--- src/cies_pkg.sv ---
//----------------------------------------------------------------------
// Instruction subset execution constants
//----------------------------------------------------------------------
// Behaviour
// (RQ1) Clear accumulator writes zero, sets zero flag
// (RQ2) 7-bit file address, destination bit selects target
// (RQ3) Decrement-skip stores result, skips on zero
// (RQ4) Increment-skip stores result, skips on zero
// (RQ5) Branch loads literal and latch bits 6..3
// (RQ6) Branch takes two cycles, flushes fetched word
// (RQ7) Literal OR into accumulator, updates zero flag
// (RQ8) Increment stores at destination, updates zero flag
// (RQ9) Zero flag from 8-bit result, wrap modulo 256
package cies_pkg;

    //------------------------------------------------------------------
    // Opcode encodings (14-bit word)
    //------------------------------------------------------------------
    localparam logic [13:0] CIES_CLEAR_ACC_WORD = 14'h0103;
    localparam logic [5:0]  CIES_DEC_SKIP_OPC   = 6'h0b;
    localparam logic [5:0]  CIES_INC_SKIP_OPC   = 6'h0f;
    localparam logic [5:0]  CIES_INC_FILE_OPC   = 6'h0a;
    localparam logic [5:0]  CIES_OR_LIT_OPC     = 6'h38;
    localparam logic [2:0]  CIES_BRANCH_OPC     = 3'h5;

    //------------------------------------------------------------------
    // Field positions and widths
    //------------------------------------------------------------------
    localparam int CIES_FILE_ADDR_W = 7;
    localparam int CIES_DEST_BIT    = 7;
    localparam int CIES_LIT_W       = 11;
    localparam int CIES_PC_W        = 15;
    localparam int CIES_LATCH_LO    = 3;
    localparam int CIES_LATCH_HI    = 6;

    //------------------------------------------------------------------
    // Reset values
    //------------------------------------------------------------------
    localparam logic [7:0]  CIES_ACC_RST  = 8'h00;
    localparam logic [14:0] CIES_PC_RST   = 15'h0000;

    //------------------------------------------------------------------
    // Execution states
    //------------------------------------------------------------------
    typedef enum logic [1:0] {
        CIES_ST_EXEC  = 2'b01,
        CIES_ST_FLUSH = 2'b10
    } cies_state_t;

endpackage

--- src/cies_alu.sv ---
`timescale 1ns/10ps
//----------------------------------------------------------------------
// Arithmetic for the subset
//----------------------------------------------------------------------
module cies_alu (
    input  wire logic [7:0] file_data_i,
    input  wire logic [7:0] acc_i,
    input  wire logic [7:0] lit_i,
    output logic      [7:0] inc_o,
    output logic      [7:0] dec_o,
    output logic      [7:0] or_o
);
    import cies_pkg::*;

    // Wrapping increment, decrement and literal OR
    assign inc_o = 8'(file_data_i + 8'h01);          // RQ9
    assign dec_o = 8'(file_data_i - 8'h01);          // RQ9
    assign or_o  = acc_i | lit_i;                    // RQ7
endmodule // cies_alu

--- src/cies_core.sv ---
`timescale 1ns/10ps
//----------------------------------------------------------------------
// Instruction subset execution
//----------------------------------------------------------------------
module cies_core (
    input  wire logic                  clk_sys_i,
    input  wire logic                  reset_n_i,
    input  wire logic                  instr_valid_i,
    input  wire logic [13:0]           instr_i,
    input  wire logic [7:0]            file_rdata_i,
    input  wire logic [7:0]            pc_high_latch_i,
    input  wire logic [cies_pkg::CIES_PC_W-1:0] pc_i,
    output logic [cies_pkg::CIES_FILE_ADDR_W-1:0] file_addr_o,
    output logic [7:0]                 file_wdata_o,
    output logic                       file_we_o,
    output logic [7:0]                 acc_o,
    output logic                       zero_flag_o,
    output logic                       zero_we_o,
    output logic [cies_pkg::CIES_PC_W-1:0] pc_o,
    output logic                       pc_load_o,
    output logic                       flush_o,
    output logic                       busy_o
);
    import cies_pkg::*;

    //------------------------------------------------------------------
    // Decode
    //------------------------------------------------------------------
    logic [7:0] inc_v;
    logic [7:0] dec_v;
    logic [7:0] or_v;
    logic       clear_accumulator_op;
    logic       decrement_skip_zero_op;
    logic       increment_skip_zero_op;
    logic       increment_file_op;
    logic       or_literal_op;
    logic       unconditional_branch_op;
    logic       dest_file;
    logic       exec_en;
    cies_state_t state_r;
    cies_state_t state_nxt;

    // Opcode field match, shared by the three file-register decodes and the literal OR
    function automatic logic opc_hit(input logic [13:0] word,
                                     input logic [5:0]  opc);
        return word[13:8] == opc;
    endfunction

    // Instruction is executed only outside a flush cycle
    assign exec_en = instr_valid_i && (state_r == CIES_ST_EXEC);
    assign clear_accumulator_op    = exec_en && instr_i == CIES_CLEAR_ACC_WORD;
    assign decrement_skip_zero_op  = exec_en
                                  && opc_hit(instr_i, CIES_DEC_SKIP_OPC);
    assign increment_skip_zero_op  = exec_en
                                  && opc_hit(instr_i, CIES_INC_SKIP_OPC);
    assign increment_file_op       = exec_en
                                  && opc_hit(instr_i, CIES_INC_FILE_OPC);
    assign or_literal_op           = exec_en
                                  && opc_hit(instr_i, CIES_OR_LIT_OPC);
    assign unconditional_branch_op = exec_en
                                  && instr_i[13:11] == CIES_BRANCH_OPC;
    assign dest_file   = instr_i[CIES_DEST_BIT];                  // RQ2
    assign file_addr_o = instr_i[CIES_FILE_ADDR_W-1:0];           // RQ2

    cies_alu u_alu (
        .file_data_i (file_rdata_i),
        .acc_i       (acc_o),
        .lit_i       (instr_i[7:0]),
        .inc_o       (inc_v),
        .dec_o       (dec_v),
        .or_o        (or_v)
    );

    //------------------------------------------------------------------
    // Step result
    //------------------------------------------------------------------
    logic [7:0] result;
    logic       skip_op;
    logic       file_step_op;
    logic       skip_hit;

    // Increment and decrement share one result and destination path
    assign skip_op      = increment_skip_zero_op || decrement_skip_zero_op;
    assign file_step_op = increment_file_op || skip_op;
    assign result       = decrement_skip_zero_op ? dec_v : inc_v;
    assign skip_hit     = skip_op && (result == 8'h00);          // RQ3 RQ4

    //------------------------------------------------------------------
    // Accumulator
    //------------------------------------------------------------------
    logic [7:0] acc_nxt;

    // Clear, literal OR, or a step result steered to the accumulator
    always_comb begin
        acc_nxt = acc_o;
        if (clear_accumulator_op) begin
            acc_nxt = 8'h00;                                      // RQ1
        end else if (or_literal_op) begin
            acc_nxt = or_v;                                       // RQ7
        end else if (file_step_op && !dest_file) begin
            acc_nxt = result;                                     // RQ2
        end
    end

    // Accumulator register
    always_ff @(posedge clk_sys_i or negedge reset_n_i) begin
        if (!reset_n_i) begin
            acc_o <= CIES_ACC_RST;
        end else begin
            acc_o <= acc_nxt;
        end
    end

    //------------------------------------------------------------------
    // Zero flag
    //------------------------------------------------------------------
    logic zero_nxt;
    logic zero_we_nxt;

    // Skip steps and branches leave the flag alone; clear, literal OR and increment rewrite it
    always_comb begin
        zero_nxt    = zero_flag_o;
        zero_we_nxt = 1'b0;
        if (clear_accumulator_op) begin
            zero_nxt    = 1'b1;                                   // RQ1
            zero_we_nxt = 1'b1;
        end else if (or_literal_op) begin
            zero_nxt    = (or_v == 8'h00);                        // RQ7 RQ9
            zero_we_nxt = 1'b1;
        end else if (increment_file_op) begin
            zero_nxt    = (result == 8'h00);                      // RQ8 RQ9
            zero_we_nxt = 1'b1;
        end
    end

    // Flag register and its one-cycle update strobe
    always_ff @(posedge clk_sys_i or negedge reset_n_i) begin
        if (!reset_n_i) begin
            zero_flag_o <= 1'b0;
            zero_we_o   <= 1'b0;
        end else begin
            zero_flag_o <= zero_nxt;
            zero_we_o   <= zero_we_nxt;
        end
    end

    //------------------------------------------------------------------
    // File write-back
    //------------------------------------------------------------------
    logic [7:0] wdata_nxt;
    logic       we_nxt;

    // Step results with the destination bit set go back to the file
    always_comb begin
        wdata_nxt = file_wdata_o;
        we_nxt    = 1'b0;
        if (file_step_op && dest_file) begin                      // RQ2
            wdata_nxt = result;
            we_nxt    = 1'b1;
        end
    end

    // Write data holds; the strobe stands for one cycle
    always_ff @(posedge clk_sys_i or negedge reset_n_i) begin
        if (!reset_n_i) begin
            file_wdata_o <= 8'h00;
            file_we_o    <= 1'b0;
        end else begin
            file_wdata_o <= wdata_nxt;
            file_we_o    <= we_nxt;
        end
    end

    //------------------------------------------------------------------
    // Branch target
    //------------------------------------------------------------------
    logic [CIES_PC_W-1:0] pc_nxt;
    logic                 pc_load_nxt;

    // Target from the literal and the high-address latch
    always_comb begin
        pc_nxt      = pc_o;
        pc_load_nxt = 1'b0;
        if (unconditional_branch_op) begin
            pc_nxt      = {pc_high_latch_i[CIES_LATCH_HI:CIES_LATCH_LO],
                           instr_i[CIES_LIT_W-1:0]};              // RQ5
            pc_load_nxt = 1'b1;
        end
    end

    // Target holds; the load strobe stands for one cycle
    always_ff @(posedge clk_sys_i or negedge reset_n_i) begin
        if (!reset_n_i) begin
            pc_o      <= CIES_PC_RST;
            pc_load_o <= 1'b0;
        end else begin
            pc_o      <= pc_nxt;
            pc_load_o <= pc_load_nxt;
        end
    end

    //------------------------------------------------------------------
    // Sequencer
    //------------------------------------------------------------------
    // A taken branch or a skip on zero turns the next cycle into a flush
    always_comb begin
        state_nxt = CIES_ST_EXEC;
        unique case (state_r)
            CIES_ST_EXEC: begin
                if (unconditional_branch_op || skip_hit) begin
                    state_nxt = CIES_ST_FLUSH;                    // RQ3 RQ4 RQ6
                end
            end
            CIES_ST_FLUSH: begin
                state_nxt = CIES_ST_EXEC;
            end
            default: begin
                state_nxt = CIES_ST_EXEC;
            end
        endcase
    end

    // Sequencer register
    always_ff @(posedge clk_sys_i or negedge reset_n_i) begin
        if (!reset_n_i) begin
            state_r <= CIES_ST_EXEC;
        end else begin
            state_r <= state_nxt;
        end
    end

    // Flush cycle runs a no-operation in place of the fetched word
    assign flush_o = (state_r == CIES_ST_FLUSH);                  // RQ3 RQ4 RQ6
    assign busy_o  = flush_o;

    // Ignore pc_i except as context; hold it read for completeness
    logic unused_pc;
    assign unused_pc = ^pc_i;
endmodule // cies_core

--- config.mk ---
export PLATFORM = sky130hd
export DESIGN_NAME = cies_core
export DESIGN_NICKNAME = d
export VERILOG_FILES = /design/src/cies_pkg.sv /design/src/cies_alu.sv /design/src/cies_core.sv
export SDC_FILE = /design/constraint.sdc
export NUM_CORES = 1
export LEC_CHECK = 0
export BUFFER_PORTS_ARGS = -buffer_cell sky130_fd_sc_hd__buf_2
export CAP_MARGIN = 20
export CORE_MARGIN = 1.5
export CORE_UTILIZATION = 46
export CTS_BUF_LIST = sky130_fd_sc_hd__clkbuf_16
export CTS_CLUSTER_SIZE = 24
export DETAILED_ROUTE_END_ITERATION = 8
export MAX_ROUTING_LAYER = met4
export PLACE_DENSITY = 0.87
export SETUP_SLACK_MARGIN = 0.02
export SLEW_MARGIN = 20
export SYNTH_ARGS = -nofsm -noshare
export SYNTH_HDL_FRONTEND = slang
export SYNTH_SLANG_ARGS = --single-unit
export TNS_END_PERCENT = 1
--- constraint.sdc ---
create_clock -name clk_sys_i -period 4.2 [get_ports clk_sys_i]
set_input_delay 0.63 -clock clk_sys_i [delete_from_list [all_inputs] [get_ports clk_sys_i]]
set_output_delay 0.63 -clock clk_sys_i [all_outputs]
set_load 0.03 [all_outputs]
Word-level counts from Yosys, hierarchy flattened:

Index checks and enable logic that the tools add are counted.

* register bits after elaboration: 37
* bits in latches: 0
* RAM bits: 0
* memory bits (read-only): 0
* input port bits: 48
* output and inout port bits: 44
* logic and storage cells: 51
* memories kept: 0

* add/sub/neg operators: 2
* multiply operators: 0
* div/mod/pow operators: 0
* magnitude comparators: 0
* eq/ne operators: 8
* shifts and indexed selects: 0
* muxes and demuxes: 14
* bitwise operators: 1
* reductions and logical operators: 18

Operators by type and width (count)
* $mux 8: 4
* $eq 6x4->1 const B: 3
* $logic_not 8->1: 2
* $eq 14x9->1 const B: 1
* $logic_and 1x1->1: 10
* $add 8x1->8 const B: 1
* $mux 1: 8
* $or 8x8->8: 1
* $sub 8x1->8 const B: 1
* $eq 6x6->1 const B: 1
* $reduce_bool 3->1: 2
* $mux 2: 2
* $eq 3x3->1 const B: 1
* $logic_or 1x1->1: 3
* $eq 2x1->1 const B: 1
* $eq 2x2->1 const B: 1
* $logic_not 1->1: 1

Longest topological paths before layout:

* depth after elaboration: 9
* mapped depth: 10
* gate-level depth less buffers: 10

By module:

A second synthesis with hierarchy kept.

* cells, all modules: 228
* area total of the unflattened synthesis: 2317.2 µm²

By module, submodules not included
* cies_core: instances 1, cells each 184, area an instance 2004.4 µm², sequential area each 927.1 µm²
* cies_alu: instances 1, cells each 44, area an instance 312.8 µm², sequential area each 0.0 µm²

Worst setup path before layout:

OpenSTA, ideal clock, no wires.

* path kind: input port to flip-flop
* start: in instr_i[13]
* end: reg state_r[0]
* setup time: 0.083 ns
* data arrival time: 3.062 ns
* data required time: 4.117 ns
* path slack: 1.055 ns
* cell stages on the path: 10
* path through: nor3b_1 > nand4_1 > inv_1 > ha_1 > a211oi_2 > nor4b_1 > a2111oi_4 > nand3_2 > or4_4 > o32a_1

* word-level cells in the longest chain between the ends: 8
* elaborated cells between the ends (all ways): 13
* classes of those cells: eq/ne (3); mux (3); reduce/logical (7)

RTL lines
* start: declaration: RTL line cies_core.sv:9 `input wire logic [13:0] instr_i,`
* $eq 6x4->1: RTL line cies_core.sv:46 `return word[13:8] == opc;`
* $logic_and 1x1->1: RTL line cies_core.sv:53 `&& opc_hit(instr_i, CIES_DEC_SKIP_OPC);`
* $mux 8: RTL line cies_core.sv:85 `assign result = decrement_skip_zero_op ? dec_v : inc_v;`
* $logic_not 8->1: RTL line cies_core.sv:86 `assign skip_hit = skip_op && (result == 8'h00);`
* $logic_and 1x1->1: RTL line cies_core.sv:86
* $logic_or 1x1->1 (*): RTL line cies_core.sv:210 `if (unconditional_branch_op || skip_hit) begin`
* $mux 2 (*): RTL line cies_core.sv:210
* $mux 2 (*): RTL line cies_core.sv:208 `unique case (state_r)`
* via state_nxt[0]: RTL line cies_core.sv:41 `cies_state_t state_nxt;`
* end signal: assignment: RTL line cies_core.sv:228 `state_r <= state_nxt;`
* end: declaration: RTL line cies_core.sv:40 `cies_state_t state_r;`

Mark *: on every way through the listed nets, which the timed path passes. The rest lies on a longest branch.
A chain may end at the register's enable or synchronous reset.

Worst setup path after layout:

* start: in instr_i[12]
* end: reg state_r[0]

The elaborated chain is that of the path after synthesis.

==> impl.org <==
** Run status
- The run finished with clean final reports.

** Clock network
- At the later pin of the worst-skew pair, clock insertion delay measures roughly 0.28 ns.
- TritonCTS built the clock tree.
- Clock Sinks :: 37
- Clock-pin transition on the worst setup and hold timing paths :: 0.05 ns
- Buffer type at the clock tree root :: clkbuf_16
- In this run, post-CTS hold repair placed 0 buffers.
- H-tree depth reported by CTS :: 2
- TritonCTS Buffers :: 5
- The number of gates resized after CTS was 0.
- Post-CTS setup repair buffer count :: 0
- The longest clock path from root to sink contains 2 buffers.

** Logic synthesis
- The mapped netlist covers 0.00193 sq mm.
- Synth Area per Inst :: 10.9 sq um
- Syn nets :: 233
- For this run, the leading register cell type out of synthesis is dfrtp_1.
- Cell count after synthesis :: about 180
- After synthesis, the share of flip-flops with an asynchronous set or reset is 1.00.
- The Yosys step of the flow raised 0 warnings.
- Synthesis inferred 37 register bits.
- Count of unique library cells instantiated by Yosys :: 43
- The share of the Yosys chip area taken by registers is 0.481.
- In this run, synthesis inferred 0 flip-flops with an integrated enable.

** Route
- Total number of vias :: 1,637
- Average via count per standard cell :: about 5.5
- The first TritonRoute pass finished after 4 iterations.
- Final Routed Wirelength :: 4650 um
- Mean routed wirelength per cell :: 15.7 um
- Detailed router's first-iteration violation count :: 154
- Final ANT Viol Nets :: 0
- Detailed-route DRC error count :: 0

** Run
- Reported max-cap violation count :: 0

** Layout
- Layout cell share with drive strength beyond 1 :: 0.415
- Antenna cells :: 0
- Layout area overhead :: 25.7%
- Finished Core Util :: 0.605
- The finished layout holds 296 standard cells, fillers aside.
- At the end of the flow, the number of nets in the layout was 302.

** Critical path
- The largest individual stage delay along the critical path comes from the cell or4_4.
- Critical setup path kind :: in -> reg
- Delay of the slowest cell on the worst path :: 0.52 ns
- Worst Path Buf+Inv :: 2
- Traced cell by cell, the critical path runs through buf_2, nor3b_1, nand4_1, inv_1, ha_1, a211oi_2, nor4b_1, a2111oi_4, nand3_2, or4_4, o32a_1.
- WP data required :: 4.40 ns
- Of all nets on the critical path, the largest fanout is 7.
- The worst setup path is launched from an input pin.
- Capturing element type of the critical path :: register
- Critical path arrival :: between 3 and 4 ns
- The cell family contributing the most delay on the critical path is simple AND/OR/NAND/NOR gates.

** Placed design
- Routability-driven placement finished with a final weighted congestion of 0.820.
- Post-detail-place hpwl :: 3520 um
- After detailed placement, the design holds a cell count of between 200 and 300.
- Input and output buffers added on the ports amount to 72.

** GRT
- The first global-routing pass estimated 7190 um of wire.
- For this run, the total global-route usage over all layers was measured as 0.220.
- Remaining Overflow, GRT :: 0
- Global route hottest layer :: met2
- Vias in the first global route :: 1,548
- The initial antenna violation count is 0.
- For this run, global-route usage on met3 was measured as 0.0433.
- Entering global routing, the biggest net connects 38 pins.
- For met1 alone, demand over resource in global routing was 0.263.
- For this run, global-route usage on met2 was measured as 0.352.

** STA
- Adding up every negative setup slack in the final design gives 0 ns.
- In the finished design, the share of the clock period the worst path needs comes to 0.807.
- Setup violations remaining at the end of the flow were counted as 0.
- Measured against its own limit, the worst slew margin works out to 0.414.
- For the pin with the worst max-slew slack, the measured transition is 0.872 ns.
- Maximum achievable frequency :: 0.295 GHz
- Between clock sinks in the finished design, the worst skew comes to roughly 0.0044 ns.
- Setup repair after global routing missed its margin :: no
- Final count of hold timing violations :: 0
- The final number of max-transition violations came to 0.
- After layout, the minimum clock period comes to 3.39 ns.

** Die
- The floorplan step set the die width to 67.7 um.
- Initial Util :: 0.481
- Core box area :: 0.00400 sq mm
- The die covers between 0.004 and 0.005 sq mm.
- After floorplanning, the core was divided into 23 placement rows.
- I/O pin total :: 92
- The floorplan step set the die height to around 68 um.

** Hold path
- Class of the tightest hold or removal check :: in -> async

** Pwr
- Maximum VDD drop :: 0.000269 V
- For this design the static power due to leakage is approximately 0.0012 uW.
- Pwr/cell area :: 492 mW/mm^2
==> worst register-to-register path, cell delays in order, from the launching register on <==
cell,delay [ns]
dfstp_2,0.52
and3b_1,0.23
nand4_1,0.20
inv_1,0.27
ha_1,0.34
a211oi_2,0.33
nor4b_1,0.13
a2111oi_4,0.38
nand3_2,0.09
or4_4,0.52
o32a_1,0.30
==> layout make-up <==
cell class	count	area, sq um
sequential	37	927
clock inverter	2	11.3
multi-input combinational	125	912
tap	50	62.6
timing repair buffer	73	368
fill	335	1580
clock buffer	5	125
inverter	4	15.0
==> cell usage in the layout (no fill, tap or decap), types with 2 or more instances in the layout <==
cell,n
a21o_1,3
a21oi_1,4
a22oi_1,2
and3b_1,2
buf_2,72
clkbuf_16,5
dfrtp_1,36
ha_1,7
inv_1,4
mux2_2,17
nand2_1,24
nand3_1,2
nand4_1,3
nor2_1,10
nor2b_1,3
nor3_1,6
nor4_1,3
o211ai_1,6
o21ai_0,7
or3_1,2
xnor2_1,2
xor2_1,2
==> routing by layer <==
layer  part of all wire  vias up  wire (um)
li1                   -      775          -
met1               0.40      787       1860
met2               0.51       59       2380
met3              0.059       16        275
met5                  0        -          0
met4              0.028        0        131
==> final timing paths <==
kind,slack [ns],endpoint,start,cells past startpoint
max reg2reg,0.82,state_r[0],state_r[0],10
max in group asynchronous,3.24,file_we_o,reset_n_i,1
min in group clk_sys_i,0.47,file_wdata_o[6],file_wdata_o[6],2
min reg2reg,0.47,file_wdata_o[6],file_wdata_o[6],2
min,0.45,pc_o[12],reset_n_i,1
max,0.81,state_r[0],instr_i[12],11
==> metrics by stage <==
step                power (uW)  instance area (sq um)  setup WS [ns]  hold WS, ns
global route              1250                   2420          0.573        0.513
global placement           835                   2280          0.572        0.459
floorplan                  720                   1930           1.05        0.334
finish                    1190                   2420          0.810        0.446
CTS                       1200                   2420          0.801        0.468
detailed placement         850                   2280          0.525        0.464
==> state kept, by name, indices dropped and copies added, names as in the netlist <==
signal / count
zero_we_o: 1
file_we_o: 1
zero_flag_o: 1
pc_o: 15
file_wdata_o: 8
acc_o: 8
state_r: 2
pc_load_o: 1
==> cells in the mapped netlist (all sizes together) (3+ instances only) <==
master,count,area [sq um]
nand3,3,20.0
nor3,6,30.0
clkbuf,3,11.3
ha,7,87.6
nor2,10,37.5
nor2b,3,18.8
dfrtp,36,901
o21ai,8,40.0
nand2,24,90.1
a21o,3,22.5
o211ai,6,45.0
a21oi,4,20.0
mux2,17,191
buf,8,60.1
nand4,3,18.8
nor4,4,31.3
inv,4,15.0
==> report_power, final <==
group / switching (uW) / internal, uW / leakage [uW]
logic: 252 / 120 / 0.000687
clock network: 133 / 214 / 0.0000633
registers: 43.8 / 429 / 0.000466
total: 430 / 763 / 0.00122
==> cells by family (layout without fill, tap and decap cells) <==
family                     after synthesis  after routing  share of synthesized area
DFF                                     37             37                      0.481
muxes                                   17             17                     0.0994
AOI/OAI and AO/OA                       32             32                      0.127
adders and majority gates                8              8                     0.0559
and+or+nand+nor                         64             64                      0.174
xor gates and xnor gates                 4              4                     0.0182
buffers and inverters                   15             84                     0.0448
Note: power is estimated with default switching activity, not from simulation.
